### src/sah_pkg.sv
// Purpose: constants for the sar adc host interface control block
// Assumes: 8-bit result, 100 MHz system clock
// Notes:   conversion clock arrives on a pin and is synchronised
package sah_pkg;
	localparam int          RES_BITS  = 8;
	localparam int          SYNC_LEN  = 3;
	localparam logic [7:0]  RESULT_RST = 8'h00;
	localparam logic [7:0]  TRIAL_MSB  = 8'h80;
	localparam logic [3:0]  STEP_LAST  = 4'h8; // start step plus 7 bit steps
	localparam int          CLK_MAX_KHZ = 5000;
endpackage : sah_pkg

### src/sah_ctrl.sv
// Purpose: successive-approximation control and host side of an 8-bit adc
// Assumes: conv clock, start, select and strobes come from pins
// Notes:   three-state data shown as value plus per-line output enable
//
// Notes on behaviour
// - result on eight three-state lines, line 0 lsb, line 7 msb.
// - done_n high while converting, low when result valid.
// - done_n is always driven, never high impedance.
// - start low with clock and select low clears approximation register.
// - conversion begins when start returns high after clearing.
// - start or read accepted only while select is low.
// - select high floats data lines and blocks clearing; start release and clock still run a conversion.
// - data lines driven only while read strobe is low.
// - status select low puts done_n on msb, floats seven lines.
// - code select low gives two's complement, high straight binary.
// - done_n rises on start, select and clock all low.
// - done_n falls after the rising edge ending the last step.
// - enabled data lines follow register after each rising clock edge.
// - conversion lasts at least nine clocks from start release.
// - each conversion starts with msb trial set, then tests bits.
`timescale 1ns/10ps
module sah_ctrl #(
	parameter int WIDTH = sah_pkg::RES_BITS
) (
	input  wire logic             sys_clk_in,
	input  wire logic             nrst_in,
	input  wire logic             conv_clk_in,
	input  wire logic             start_n_in,
	input  wire logic             cs_n_in,
	input  wire logic             rd_n_in,
	input  wire logic             data_or_status_sel_in,
	input  wire logic             twos_comp_n_sel_in,
	input  wire logic             cmp_ge_in,
	output logic [WIDTH-1:0]      dac_code_out,
	output logic                  conv_done_n_out,
	output logic [WIDTH-1:0]      result_bus_out,
	output logic [WIDTH-1:0]      result_bus_oe_out
);

	typedef enum logic [1:0] {SAH_IDLE, SAH_CLEAR, SAH_CONV, SAH_DONE}
		sah_state_e;

	// three-stage synchronisers for every pin input
	logic [2:0] clk_s, st_s, cs_s, rd_s, ds_s, cd_s, cmp_s;
	always_ff @(posedge sys_clk_in or negedge nrst_in) begin
		if (!nrst_in) begin
			clk_s <= 3'h0;
			st_s  <= 3'h7;
			cs_s  <= 3'h7;
			rd_s  <= 3'h7;
			ds_s  <= 3'h7;
			cd_s  <= 3'h7;
			cmp_s <= 3'h0;
		end else begin
			clk_s <= {clk_s[1:0], conv_clk_in};
			st_s  <= {st_s[1:0], start_n_in};
			cs_s  <= {cs_s[1:0], cs_n_in};
			rd_s  <= {rd_s[1:0], rd_n_in};
			ds_s  <= {ds_s[1:0], data_or_status_sel_in};
			cd_s  <= {cd_s[1:0], twos_comp_n_sel_in};
			cmp_s <= {cmp_s[1:0], cmp_ge_in};
		end
	end

	// filtered levels: change only when stages two and three agree
	logic clk_f, st_f, cs_f, rd_f, ds_f, cd_f, cmp_f;
	function automatic logic agree(input logic [2:0] s, input logic prev);
		agree = (s[1] == s[2]) ? s[2] : prev;
	endfunction : agree

	always_ff @(posedge sys_clk_in or negedge nrst_in) begin
		if (!nrst_in) begin
			clk_f <= 1'b0;
			st_f  <= 1'b1;
			cs_f  <= 1'b1;
			rd_f  <= 1'b1;
			ds_f  <= 1'b1;
			cd_f  <= 1'b1;
			cmp_f <= 1'b0;
		end else begin
			clk_f <= agree(clk_s, clk_f);
			st_f  <= agree(st_s, st_f);
			cs_f  <= agree(cs_s, cs_f);
			rd_f  <= agree(rd_s, rd_f);
			ds_f  <= agree(ds_s, ds_f);
			cd_f  <= agree(cd_s, cd_f);
			cmp_f <= agree(cmp_s, cmp_f);
		end
	end

	// conversion clock rising edge as a one-cycle enable
	logic clk_prev_r;
	always_ff @(posedge sys_clk_in or negedge nrst_in) begin
		if (!nrst_in)
			clk_prev_r <= 1'b0;
		else
			clk_prev_r <= clk_f;
	end
	logic step_en;
	assign step_en = clk_f & ~clk_prev_r;

	// clearing condition: all three low; select high ignores start
	logic clear_cond;
	assign clear_cond = ~st_f & ~cs_f & ~clk_f;

	sah_state_e     state_r;
	logic [WIDTH-1:0] sar_r;    // approx_register
	logic [WIDTH-1:0] trial_r;  // one-hot bit under test
	logic [3:0]     step_r;

	// state sequencing; clearing wins over everything else
	always_ff @(posedge sys_clk_in or negedge nrst_in) begin
		if (!nrst_in) begin
			state_r <= SAH_IDLE;
		end else if (clear_cond) begin
			state_r <= SAH_CLEAR;
		end else begin
			case (state_r)
				SAH_CLEAR:
					if (st_f && step_en)
						state_r <= SAH_CONV;
				SAH_CONV:
					if (step_en && trial_r[0])
						state_r <= SAH_DONE;
				default: state_r <= state_r; // idle/done hold
			endcase
		end
	end

	// approximation register: msb trial first, one bit per edge
	always_ff @(posedge sys_clk_in or negedge nrst_in) begin
		if (!nrst_in) begin
			sar_r   <= sah_pkg::RESULT_RST;
			trial_r <= '0;
			step_r  <= 4'h0;
		end else if (clear_cond) begin
			sar_r   <= '0;
			trial_r <= '0;
			step_r  <= 4'h0;
		end else if (step_en && state_r == SAH_CLEAR && st_f) begin
			sar_r   <= sah_pkg::TRIAL_MSB;
			trial_r <= sah_pkg::TRIAL_MSB;
			step_r  <= 4'h1;
		end else if (step_en && state_r == SAH_CONV) begin
			// keep bit when input at or above trial level
			sar_r <= (sar_r & ~(cmp_f ? '0 : trial_r)) | (trial_r >> 1);
			trial_r <= trial_r >> 1;
			step_r  <= step_r + 4'h1;
		end
	end

	// completion flag: high from clearing until the final edge
	always_ff @(posedge sys_clk_in or negedge nrst_in) begin
		if (!nrst_in)
			conv_done_n_out <= 1'b0;
		else
			conv_done_n_out <= (state_r == SAH_CLEAR ||
				state_r == SAH_CONV || clear_cond) &&
				!(state_r == SAH_CONV && step_en && trial_r[0]);
	end // always driven, no enable

	assign dac_code_out = sar_r;

	// output formatting: two's complement flips the msb only
	logic [WIDTH-1:0] fmt;
	assign fmt = cd_f ? sar_r : {~sar_r[WIDTH-1], sar_r[WIDTH-2:0]};

	// data and enables registered; bus tracks register live
	always_ff @(posedge sys_clk_in or negedge nrst_in) begin
		if (!nrst_in) begin
			result_bus_out    <= '0;
			result_bus_oe_out <= '0;
		end else if (cs_f || rd_f) begin
			result_bus_out    <= '0;
			result_bus_oe_out <= '0;
		end else if (!ds_f) begin
			result_bus_out    <= {conv_done_n_out, {(WIDTH-1){1'b0}}};
			result_bus_oe_out <= {1'b1, {(WIDTH-1){1'b0}}};
		end else begin
			result_bus_out    <= fmt;
			result_bus_oe_out <= '1;
		end
	end

	// conversion length counter for the checks below
	int unsigned conv_cnt;
	always_ff @(posedge sys_clk_in or negedge nrst_in) begin
		if (!nrst_in)
			conv_cnt <= 0;
		else if (state_r != SAH_CONV)
			conv_cnt <= 0;
		else if (step_en)
			conv_cnt <= conv_cnt + 1;
	end
endmodule : sah_ctrl

### config.mk
export PLATFORM = sky130hd
export DESIGN_NAME = sah_ctrl
export DESIGN_NICKNAME = d
export VERILOG_FILES = /design/src/sah_pkg.sv /design/src/sah_ctrl.sv
export SDC_FILE = /design/constraint.sdc
export NUM_CORES = 1
export LEC_CHECK = 0
export ABC_CLOCK_PERIOD_IN_PS = 2000
export BUFFER_PORTS_ARGS = -buffer_cell sky130_fd_sc_hd__buf_2
export CORE_ASPECT_RATIO = 1.25
export CORE_UTILIZATION = 57
export CTS_BUF_LIST = sky130_fd_sc_hd__clkbuf_2
export DETAILED_ROUTE_END_ITERATION = 10
export PLACE_DENSITY = 0.77
export SYNTH_ARGS = -nofsm -noshare
export SYNTH_HDL_FRONTEND = slang
export SYNTH_SLANG_ARGS = --single-unit
### constraint.sdc
create_clock -name sys_clk_in -period 2 [get_ports sys_clk_in]
set_clock_uncertainty 0.2 [all_clocks]
set_input_delay 0.2 -clock sys_clk_in [delete_from_list [all_inputs] [get_ports sys_clk_in]]
set_output_delay 0.2 -clock sys_clk_in [all_outputs]
set_load 0.1 [all_outputs]
## Yosys cells after proc, flatten, opt, wreduce, memory -nomap -nowiden

Index checks and enable logic that the tools add are counted.
Widths: inputs -> output; s select.

| storage, ports and cells | value |
|---|---|
| register bits | 64 |
| memories | 0 |
| bits in latches | 0 |
| word-level logic and storage cells | 73 |
| memory bits (read-only) | 0 |
| input bits | 9 |
| bits in writable memories | 0 |

| operators by class | value |
|---|---|
| bitwise logic cells | 11 |
| equality and inequality tests | 11 |
| add/sub/neg operators | 0 |
| shift-type cells | 0 |
| div/mod/pow operators | 0 |
| order comparisons | 0 |
| multiply operators | 0 |
| reductions and logical operators | 14 |
| multiplexer cells | 16 |

Operators by type and width:

| operator | count |
|---|---|
| $mux 8 | 11 |
| $and 8x8->8 | 1 |
| $not 8->8 | 1 |
| $or 8x7->8 | 1 |
| $eq 1x1->1 | 7 |
| $logic_and 1x1->1 | 7 |
| $mux 7 | 1 |
| $mux 2 | 3 |
| $ne 3x3->1 const B | 2 |
| $reduce_bool 3->1 | 2 |
| $not 1->1 | 5 |
| $pmux 2 s2 | 1 |
| $and 1x1->1 | 3 |
| $logic_or 1x1->1 | 3 |
| $reduce_and 3->1 | 1 |
| $eq 2x1->1 const B | 1 |
| $eq 2x2->1 const B | 1 |
| $logic_not 1->1 | 1 |

## Longest topological paths before layout

Gate-level depths: netlist (run 1).

| logic depth | value |
|---|---|
| depth in word-level cells | 7 |
| mapped depth | 6 |
| gate-level depth less buffers | 5 |

## Least setup slack after synthesis (run 1)

No wires, ideal clock.

| timing | value |
|---|---|
| kind | reg2out |
| start | reg, netlist name result_bus_oe_out[6] |
| end | out result_bus_oe_out[1] |
| cell stages (with the launch flop) | 2 |
| data arrival time | 1.407 ns |
| setup slack | 0.193 ns |
| buffers on the path | 1 |
| cells stage by stage | dfrtp_1 > buf_4 |

RTL lines:

| item | line | text |
|---|---|---|
| end, declared | sah_ctrl.sv:37 | `output logic [WIDTH-1:0] result_bus_oe_out` |

## Worst setup path after layout (run 1)

| timing | value |
|---|---|
| start | reg state_r[0] |
| end | reg state_r[1] |

| on the way | value |
|---|---|
| cells in the longest elaborated chain, start to end | 3 |
| elaborated cells between the ends (all ways) | 8 |
| those cells by class | eq/ne: 4; mux: 2; reduce/logical: 2 |

RTL lines:

| item | line | text |
|---|---|---|
| start, declared | sah_ctrl.sv:106 | `sah_state_e state_r;` |
| start signal, assigned | sah_ctrl.sv:125 | `default: state_r <= state_r;` |
| $eq 2x2->1 / $eq 2x1->1 (equally long branches) | sah_ctrl.sv:118 | `case (state_r)` |
| $ne 3x3->1 (no line), or another cell as far along | - |  |
| $reduce_and 3->1 (no line) / $mux 2 (equally long branches) | - |  |

Several ways; a longest one is shown, not always the timed one.
A chain may end at the register's enable or synchronous reset.

==> results by group, run 1 <==
Route
  • Detailed-route vias per instance: 5.27
  • Drt first pass iters: 4
  • Post-route ant nets: 0
  • Number of DRC markers in iteration 0: 16
  • Vias: 1264
  • Post-DR wirelength/cell: 12.5 µm
  • Final wirelength: 3010 µm
  • Residual DRC: 0

Status
  • Outcome: finished, final reports clean

Logic synthesis
  • Seq cells post-synth: 58
  • Syn avg cell area: 13.7 µm²
  • Top-count cell post-synth: dfrtp_1
  • Post-Synthesis Cells: 153
  • Synth unique cells: 30
  • Synth Flop Type: dfrtp_1
  • Synth async-reset ratio: 100%
  • Post-synth top area cell: dfrtp_1
  • Mapped cell area: 2090 µm²
  • Post-Syn Nets: 164
  • Post-synth top area share: 45.5%
  • Sequential-to-total area share from yosys stat: 70.6%
  • Synth Warn #: 0
  • Synth area leaders: dfrtp_1 (45%), dfstp_2 (25%), a21oi_1 (3.6%)
  • Post-synth top cells: dfrtp_1 (38), dfstp_2 (20), a21oi_1 (15), nand2_1 (15), inv_1 (11)
  • EDFF count, synth: 0

Min path
  • Worst Hold Class: primary input to async pin

Floorplan
  • Die H: 69.7 µm
  • Core ar.: 3480 µm²
  • Core Rows: 24
  • DIE WIDTH: 56.2 µm
  • Starting density of the core: 60.0%
  • Ports: 34
  • Die area: 3920 µm²

Setup path
  • Worst Setup Path Type: register to register
  • Reg2reg setup slack: 0.23 ns
  • CP arrival: 1.97 ns
  • Critical Path RT: 2.20 ns
  • Critical-path maximum fanout: 6
  • Critical Path End Type: register
  • Critical path startpoint category: register

GRT
  • GRT overflow: 0
  • Gr usage total: 17.7%
  • Most Crowded Layer GR: met2
  • Vias in the first global route: 1201
  • Met2 GRT Util: 28.4%
  • Initial antenna violation count: 0
  • Met1 GRT Util: 19.1%
  • First-pass GRT wire length: 5070 µm
  • M3 GR Usage: 5.78%
  • Largest net degree at the start of global routing: 59

Final layout
  • Ratio of cells with drive above 1 in the final layout: 34.8%
  • Fillers: 248
  • Nets: 207
  • Non-Filler Instances: 240
  • Ant diodes: 0
  • Sequential cell area: 1480 µm²
  • Multi-input gate area: 482 µm²
  • Layout area overhead: 15.4%
  • Final Cell Area: 2410 µm²

Flow run
  • Maxcap violations: 0

STA
  • Crit share post-route: 88.6%
  • Final worst path period need: 1.77 ns
  • Final TNS setup: 0 ns
  • Final Max Slew Viols: 0
  • Final hold violations: 0
  • Final setup viols: 0
  • Slew headroom: 65.9%
  • RSZ-0062 raised after global routing: false
  • Worst slew pin tran: 0.498 ns
  • Fmax: 564 MHz

Clocking
  • CTS tree: done
  • Root buffer cell: clkbuf_2
  • TritonCTS buffer count: 9
  • CTS max path bufs: 2
  • CTS sink cnt: 58
  • Cts hold-fix bufs: 8
  • H-Tree Depth: 3
  • CTS clock-pin slew for the worst setup and hold paths: 0.13 ns
  • CTS resizes: 0
  • Post-CTS setup buffer count: 0
  • Worst-Skew Late Latency: 0.46 ns

Pwr
  • Worst ir drop on vdd: 0.802 mV
  • P_leak: 1.19 nW
  • Pwr/cell area: 1100 nW/µm²
  • Int Power: 1.74 mW
  • Clk pwr share: 24.6%
  • Combinational power share: 23.8%
  • Switch share: 34.7%
  • Seq pwr share: 51.6%
  • Net Switching: 0.925 mW

Place
  • Placer's final routability congestion estimate: 0.758
  • Post-DP HPWL: 2030 µm
  • Dpl cells: 216
  • PortBufs: 33
  • Post-Place Cell Area: 2230 µm²
==> registers in the layout, summed over array words and instances, names as in the netlist, 2 cells and up <==
signal / flops
cs_s: 3
st_s: 3
trial_r: 8
result_bus_oe_out: 2
dac_code_out: 8
result_bus_out: 8
state_r: 2
clk_s: 3
cmp_s: 3
cd_s: 3
rd_s: 3
ds_s: 3
==> path summary, 6_finish.rpt <==
check / start / endpoint / cells past startpoint
min in group sys_clk_in: cmp_s[0] / cmp_s[1] / 0
max: state_r[0] / state_r[1] / 5
min: nrst_in / result_bus_oe_out[7] / 3
max reg2reg: state_r[0] / state_r[1] / 5
max in group asynchronous: nrst_in / st_s[0] / 3
min reg2reg: cmp_s[0] / cmp_s[1] / 0
==> through the flow <==
step                power, mW  setup slack, ns  util (%)  hold slack (ns)
finish                   2.66            0.227      69.3           0.0467
global route             2.79            0.124      69.3           0.0579
CTS                      2.70            0.194      69.3           0.0178
detailed placement       2.02            0.251      64.1           0.0210
global placement         2.00            0.389      64.1           0.0167
floorplan                1.92            0.193         -           -0.296
==> critical path: stages, from the launching register on <==
cell,delay [ns]
dfrtp_1,0.42
inv_1,0.08
ha_1,0.25
mux2i_1,0.11
a2111oi_0,0.50
o21a_1,0.17
==> area by class of cell <==
class                      instances  area share [%]
inverter                          11            1.71
tap                               39            2.02
clock inverter                     5            1.87
clock buffer                      11            2.28
timing repair buffer              42            11.0
multi-input combinational         74            20.0
sequential                        58            61.2
==> cell usage in the layout, fill, tap and decap left out, types with 2 or more instances in the layout <==
master         count
o21ai_0            8
clkinv_1           4
nand4b_1           2
and3b_2            2
a21oi_1           15
ha_1               2
dlygate4sd3_1      8
buf_2             33
clkbuf_2          11
dfstp_2           20
and3_1             7
inv_1             11
mux2i_1            2
nand2_1           15
dfrtp_1           38
maj3_1             7
==> power by group through the flow <==
stage | Sequential (mW) | Clock [mW] | Combinational [mW]
after floorplan | 1.62 | 0 | 0.300
after global placement | 1.39 | 0 | 0.608
after detailed placement | 1.40 | 0 | 0.629
after CTS | 1.37 | 0.685 | 0.641
after global routing | 1.39 | 0.727 | 0.669
final | 1.37 | 0.654 | 0.634
==> logic make-up (layout without fill, tap and decap cells) <==
group | Yosys count | in the layout | synth area share, %
adders and majority gates | 9 | 9 | 4.55
and+or+nand+nor | 33 | 33 | 9.28
buffers and inverters | 21 | 69 | 6.34
muxes | 2 | 2 | 0.958
AOI/OAI and AO/OA | 29 | 29 | 7.84
xor gates and xnor gates | 1 | 1 | 0.419
DFF | 58 | 58 | 70.6
==> routing by layer <==
layer  vias up  routed length [µm]
li1        603                   -
met1       612                1290
met2        39                1480
met3        10                 148
met4         0                  87
met5         -                   0
(Power assumes the default switching activity.)
==> inputs of run 2 (changes only) <==
BUFFER_PORTS_ARGS = default   (was -buffer_cell sky130_fd_sc_hd__buf_2)
CORE_UTILIZATION = 64   (was 57)
DONT_BUFFER_PORTS = 1   (was default)
==> results by group, run 2 (synthesized netlist as in run 1, its figures left out) <==
Floorplan
  • Core Rows: 22
  • DIE WIDTH: 53.1 µm
  • Core ar.: 3030 µm²
  • Starting density of the core: 69.0%
  • Die area: 3500 µm²
  • Die H: 65.9 µm
  • Ports: 34

Route
  • Residual DRC: 0
  • Post-route ant nets: 0
  • Drt first pass iters: 4
  • Number of DRC markers in iteration 0: 55
  • Vias: 1253
  • Final wirelength: 3340 µm
  • Post-DR wirelength/cell: 14.9 µm
  • Detailed-route vias per instance: 5.59

Clocking
  • Post-CTS setup buffer count: 0
  • CTS clock-pin slew for the worst setup and hold paths: 0.15 ns
  • Root buffer cell: clkbuf_2
  • Cts hold-fix bufs: 9
  • CTS resizes: 0
  • H-Tree Depth: 3
  • CTS max path bufs: 2
  • CTS sink cnt: 58
  • TritonCTS buffer count: 9
  • Worst-Skew Late Latency: 0.44 ns
  • CTS tree: done

STA
  • Slew headroom: 64.0%
  • Worst slew pin tran: 0.545 ns
  • Crit share post-route: 89.5%
  • Final setup viols: 0
  • RSZ-0062 raised after global routing: false
  • Final Max Slew Viols: 0
  • Fmax: 558 MHz
  • Final hold violations: 0
  • Final worst slack: 0.209 ns
  • Final worst path period need: 1.79 ns
  • Final TNS setup: 0 ns

Setup path
  • Critical path startpoint category: register
  • Worst path depth: 1
  • Crit path max-delay family: buffers and inverters
  • WP buf/inv: 1
  • Reg-to-reg endpoint: dac_code_out[1]
  • Crit path cell chain: buf_4
  • CP arrival: 1.39 ns
  • Reg2reg start: state_r[0]
  • Critical-path maximum fanout: 2
  • Worst Setup Path Type: register to output pin
  • CP max-delay cell: buf_4
  • CP Launch Point: result_bus_oe_out[6]
  • Worst Reg-to-Reg Cells: 5
  • Critical Path RT: 1.60 ns
  • Critical Path End Type: output pin
  • Reg2reg setup slack: 0.23 ns
  • Crit path largest cell delay: 0.48 ns

Pwr
  • Pwr/cell area: 1060 nW/µm²
  • Worst ir drop on vdd: 0.884 mV
  • P_leak: 1.12 nW
  • Pwr Total: 2.55 mW

GRT
  • Largest net degree at the start of global routing: 59
  • Initial antenna violation count: 0
  • GRT overflow: 0
  • Vias in the first global route: 1328
  • First-pass GRT wire length: 5650 µm
  • Gr usage total: 24.1%

Place
  • Placer's final routability congestion estimate: 0.748
  • PortBufs: 0
  • Dpl ws: 0.235 ns
  • Post-DP HPWL: 2180 µm

Final layout
  • Most common cell after layout, fill and taps aside: dfrtp_1
  • Ratio of cells with drive above 1 in the final layout: 30.3%
  • Ant diodes: 0
  • Most frequent cells in the layout: dfrtp_1 (37), dfstp_2 (20), buf_4 (19), nand2_1 (15), a21oi_1 (15)
  • Fillers: 172
  • Nets: 194
  • Layout area overhead: 14.8%

Status
  • Outcome: finished, final reports clean

Flow run
  • Maxcap violations: 0

Min path
  • Worst Hold Class: primary input to async pin
## run 2: worst max-delay path by stage
stage	slack, ns	end
finish	0.21	result_bus_oe_out[0]
global route	0.09	dac_code_out[1]
CTS	0.18	result_bus_oe_out[0]
detailed placement	0.24	dac_code_out[1]
global placement	0.40	dac_code_out[7]
floorplan	0.19	result_bus_oe_out[1]
## run 2: final cells by class
type	count	area (µm²)	area share, %
sequential	58	1480	61.7
multi-input combinational	74	482	20.1
timing repair buffer	29	278	11.6
clock buffer	10	50.0	2.09
tap	36	45.0	1.88
inverter	11	41.3	1.72
clock inverter	6	23.8	0.991
## run 2: power by group
part / leakage (nW) / switching (mW) / internal, mW
Sequential: 0.709 / 0.0813 / 1.30
Combinational: 0.362 / 0.479 / 0.173
Clock: 0.0533 / 0.374 / 0.147
## run 2: routing by layer
layer	track usage [%]	vias to the layer above	wire length [µm]
met5	0	-	0
met4	16.8	0	104
met3	8.28	11	186
met2	38.8	44	1730
met1	25.8	623	1330
li1	-	575	-
## run 2: stage by stage
stage                     std cells  utilization [%]  instance area, µm²  hold WS [ns]
after global routing            224             79.3                2400        0.0281
after global placement          199             73.3                2220        -0.294
after detailed placement        199             73.3                2220        -0.294
after CTS                       224             79.3                2400        0.0225
final                           224             79.3                2400        0.0517
after floorplan                 153                -                2090        -0.296
==> inputs of run 3 (changes only) <==
CELL_PAD_IN_SITES_DETAIL_PLACEMENT = 0   (was default)
CELL_PAD_IN_SITES_GLOBAL_PLACEMENT = 1   (was default)
CORE_UTILIZATION = 52   (was 64)
==> results by group, run 3 (synthesized netlist as in run 1, its figures left out) <==
Status
  • Outcome: finished, final reports clean

Final layout
  • Ant diodes: 0
  • Most common cell after layout, fill and taps aside: dfrtp_1
  • Multi-input gate area: 482 µm²
  • Final Cell Area: 2420 µm²
  • Most frequent cells in the layout: dfrtp_1 (37), dfstp_2 (20), buf_4 (19), nand2_1 (15), a21oi_1 (15)
  • Layout area overhead: 15.9%
  • Sequential cell area: 1480 µm²
  • Fillers: 321
  • Nets: 194
  • Ratio of cells with drive above 1 in the final layout: 32.1%
  • Non-Filler Instances: 241

Setup path
  • Reg-to-reg endpoint: dac_code_out[0]
  • Reg2reg start: state_r[0]
  • CP Launch Point: result_bus_oe_out[6]
  • CP arrival: 1.36 ns
  • Worst Setup Path Type: register to output pin
  • CP max-delay cell: buf_4
  • Critical path startpoint category: register
  • Crit path cell chain: buf_4
  • Critical Path RT: 1.60 ns
  • WP buf/inv: 1
  • Worst Reg-to-Reg Cells: 5
  • Crit path largest cell delay: 0.48 ns
  • Critical-path maximum fanout: 2
  • Crit path max-delay family: buffers and inverters
  • Reg2reg setup slack: 0.25 ns
  • Critical Path End Type: output pin

Floorplan
  • Starting density of the core: 54.8%
  • Core Rows: 25
  • Ports: 34
  • Die H: 72.9 µm
  • Die area: 4280 µm²
  • DIE WIDTH: 58.7 µm
  • Core ar.: 3820 µm²

Clocking
  • CTS resizes: 0
  • CTS max path bufs: 2
  • Worst-Skew Late Latency: 0.44 ns
  • Post-CTS setup buffer count: 0
  • Root buffer cell: clkbuf_2
  • CTS sink cnt: 58
  • H-Tree Depth: 3
  • CTS tree: done
  • TritonCTS buffer count: 9
  • CTS clock-pin slew for the worst setup and hold paths: 0.15 ns

GRT
  • Met1 GRT Util: 17.8%
  • Largest net degree at the start of global routing: 59
  • Most Crowded Layer GR: met2
  • Initial antenna violation count: 0
  • Met2 GRT Util: 29.2%
  • Vias in the first global route: 1252
  • First-pass GRT wire length: 5250 µm
  • Gr usage total: 17.3%
  • GRT overflow: 0
  • M3 GR Usage: 5.50%

Route
  • Residual DRC: 0
  • Final wirelength: 3070 µm
  • Drt first pass iters: 4
  • Detailed-route vias per instance: 5.13
  • Post-route ant nets: 0
  • Number of DRC markers in iteration 0: 54
  • Vias: 1237
  • Post-DR wirelength/cell: 12.7 µm

Pwr
  • Combinational power share: 25.4%
  • Switch share: 35.4%
  • Clk pwr share: 20.9%
  • Int Power: 1.65 mW
  • Seq pwr share: 53.7%
  • Pwr/cell area: 1060 nW/µm²
  • Net Switching: 0.906 mW
  • Worst ir drop on vdd: 0.531 mV
  • P_leak: 1.13 nW

STA
  • Slew headroom: 64.0%
  • Final setup viols: 0
  • Final worst path period need: 1.76 ns
  • Final hold violations: 0
  • RSZ-0062 raised after global routing: false
  • Worst slew pin tran: 0.545 ns
  • Final Max Slew Viols: 0
  • Final worst slack: 0.236 ns
  • Crit share post-route: 88.2%
  • Fmax: 567 MHz
  • Final TNS setup: 0 ns

Flow run
  • Maxcap violations: 0

Place
  • Post-DP HPWL: 2030 µm
  • Dpl ws: 0.255 ns
  • PortBufs: 0
  • Dpl cells: 217
  • Post-Place Cell Area: 2240 µm²
  • Placer's final routability congestion estimate: 0.715

Min path
  • Worst Hold Class: primary input to async pin
run 3: cell count changes in the layout (fill, tap and decap cells not counted):
| cell | change |
|---|---|
| clkbuf_2 | +4 |
| clkinv_1 | -4 |
| clkinv_2 | -1 |
run 3: worst max path at each step:
stage	end	slack [ns]	depth (start not counted)
2_1_floorplan	result_bus_oe_out[1]	0.19	1
3_3_place_gp	dac_code_out[7]	0.36	5
3_5_place_dp	dac_code_out[5]	0.26	5
4_1_cts	result_bus_oe_out[1]	0.18	1
5_1_grt	dac_code_out[6]	0.06	5
6_report	result_bus_oe_out[1]	0.24	1
run 3: final cells by class:
class	instances	share of cell area, %
Timing Repair Buffer	29	11.5
Inverter	11	1.70
Tap cell	54	2.79
Clock buffer	14	2.89
Clock inverter	1	0.155
Sequential cell	58	61.1
Multi-Input combinational cell	74	19.9
run 3: layer usage:
layer / vias to the layer above / share of wire (%)
li1: 577 / -
met1: 619 / 42
met2: 29 / 50
met3: 12 / 4.8
met4: 0 / 3.6
met5: - / 0
run 3: power by group through the flow:
stage | registers, mW | logic (mW) | clock network [mW]
4_1_cts | 1.38 | 0.659 | 0.568
2_1_floorplan | 1.62 | 0.300 | 0
5_1_grt | 1.39 | 0.685 | 0.615
3_5_place_dp | 1.40 | 0.616 | 0
6_report | 1.37 | 0.649 | 0.534
3_3_place_gp | 1.39 | 0.601 | 0
run 3: what timing repair did:
action                                  4_1_cts  5_1_grt
endpoints found under the setup margin        0        0
hold buffers                                  9        0
endpoints found under the hold margin        65        0
run 3: per-stage QoR:
stage	util (%)	hold slack (ns)	power, mW
after detailed placement	58.7	-0.294	2.02
after global routing	63.5	0.0414	2.69
after floorplan	-	-0.296	1.92
after CTS	63.5	0.0355	2.60
after global placement	58.7	-0.294	1.99
final	63.5	0.0849	2.56
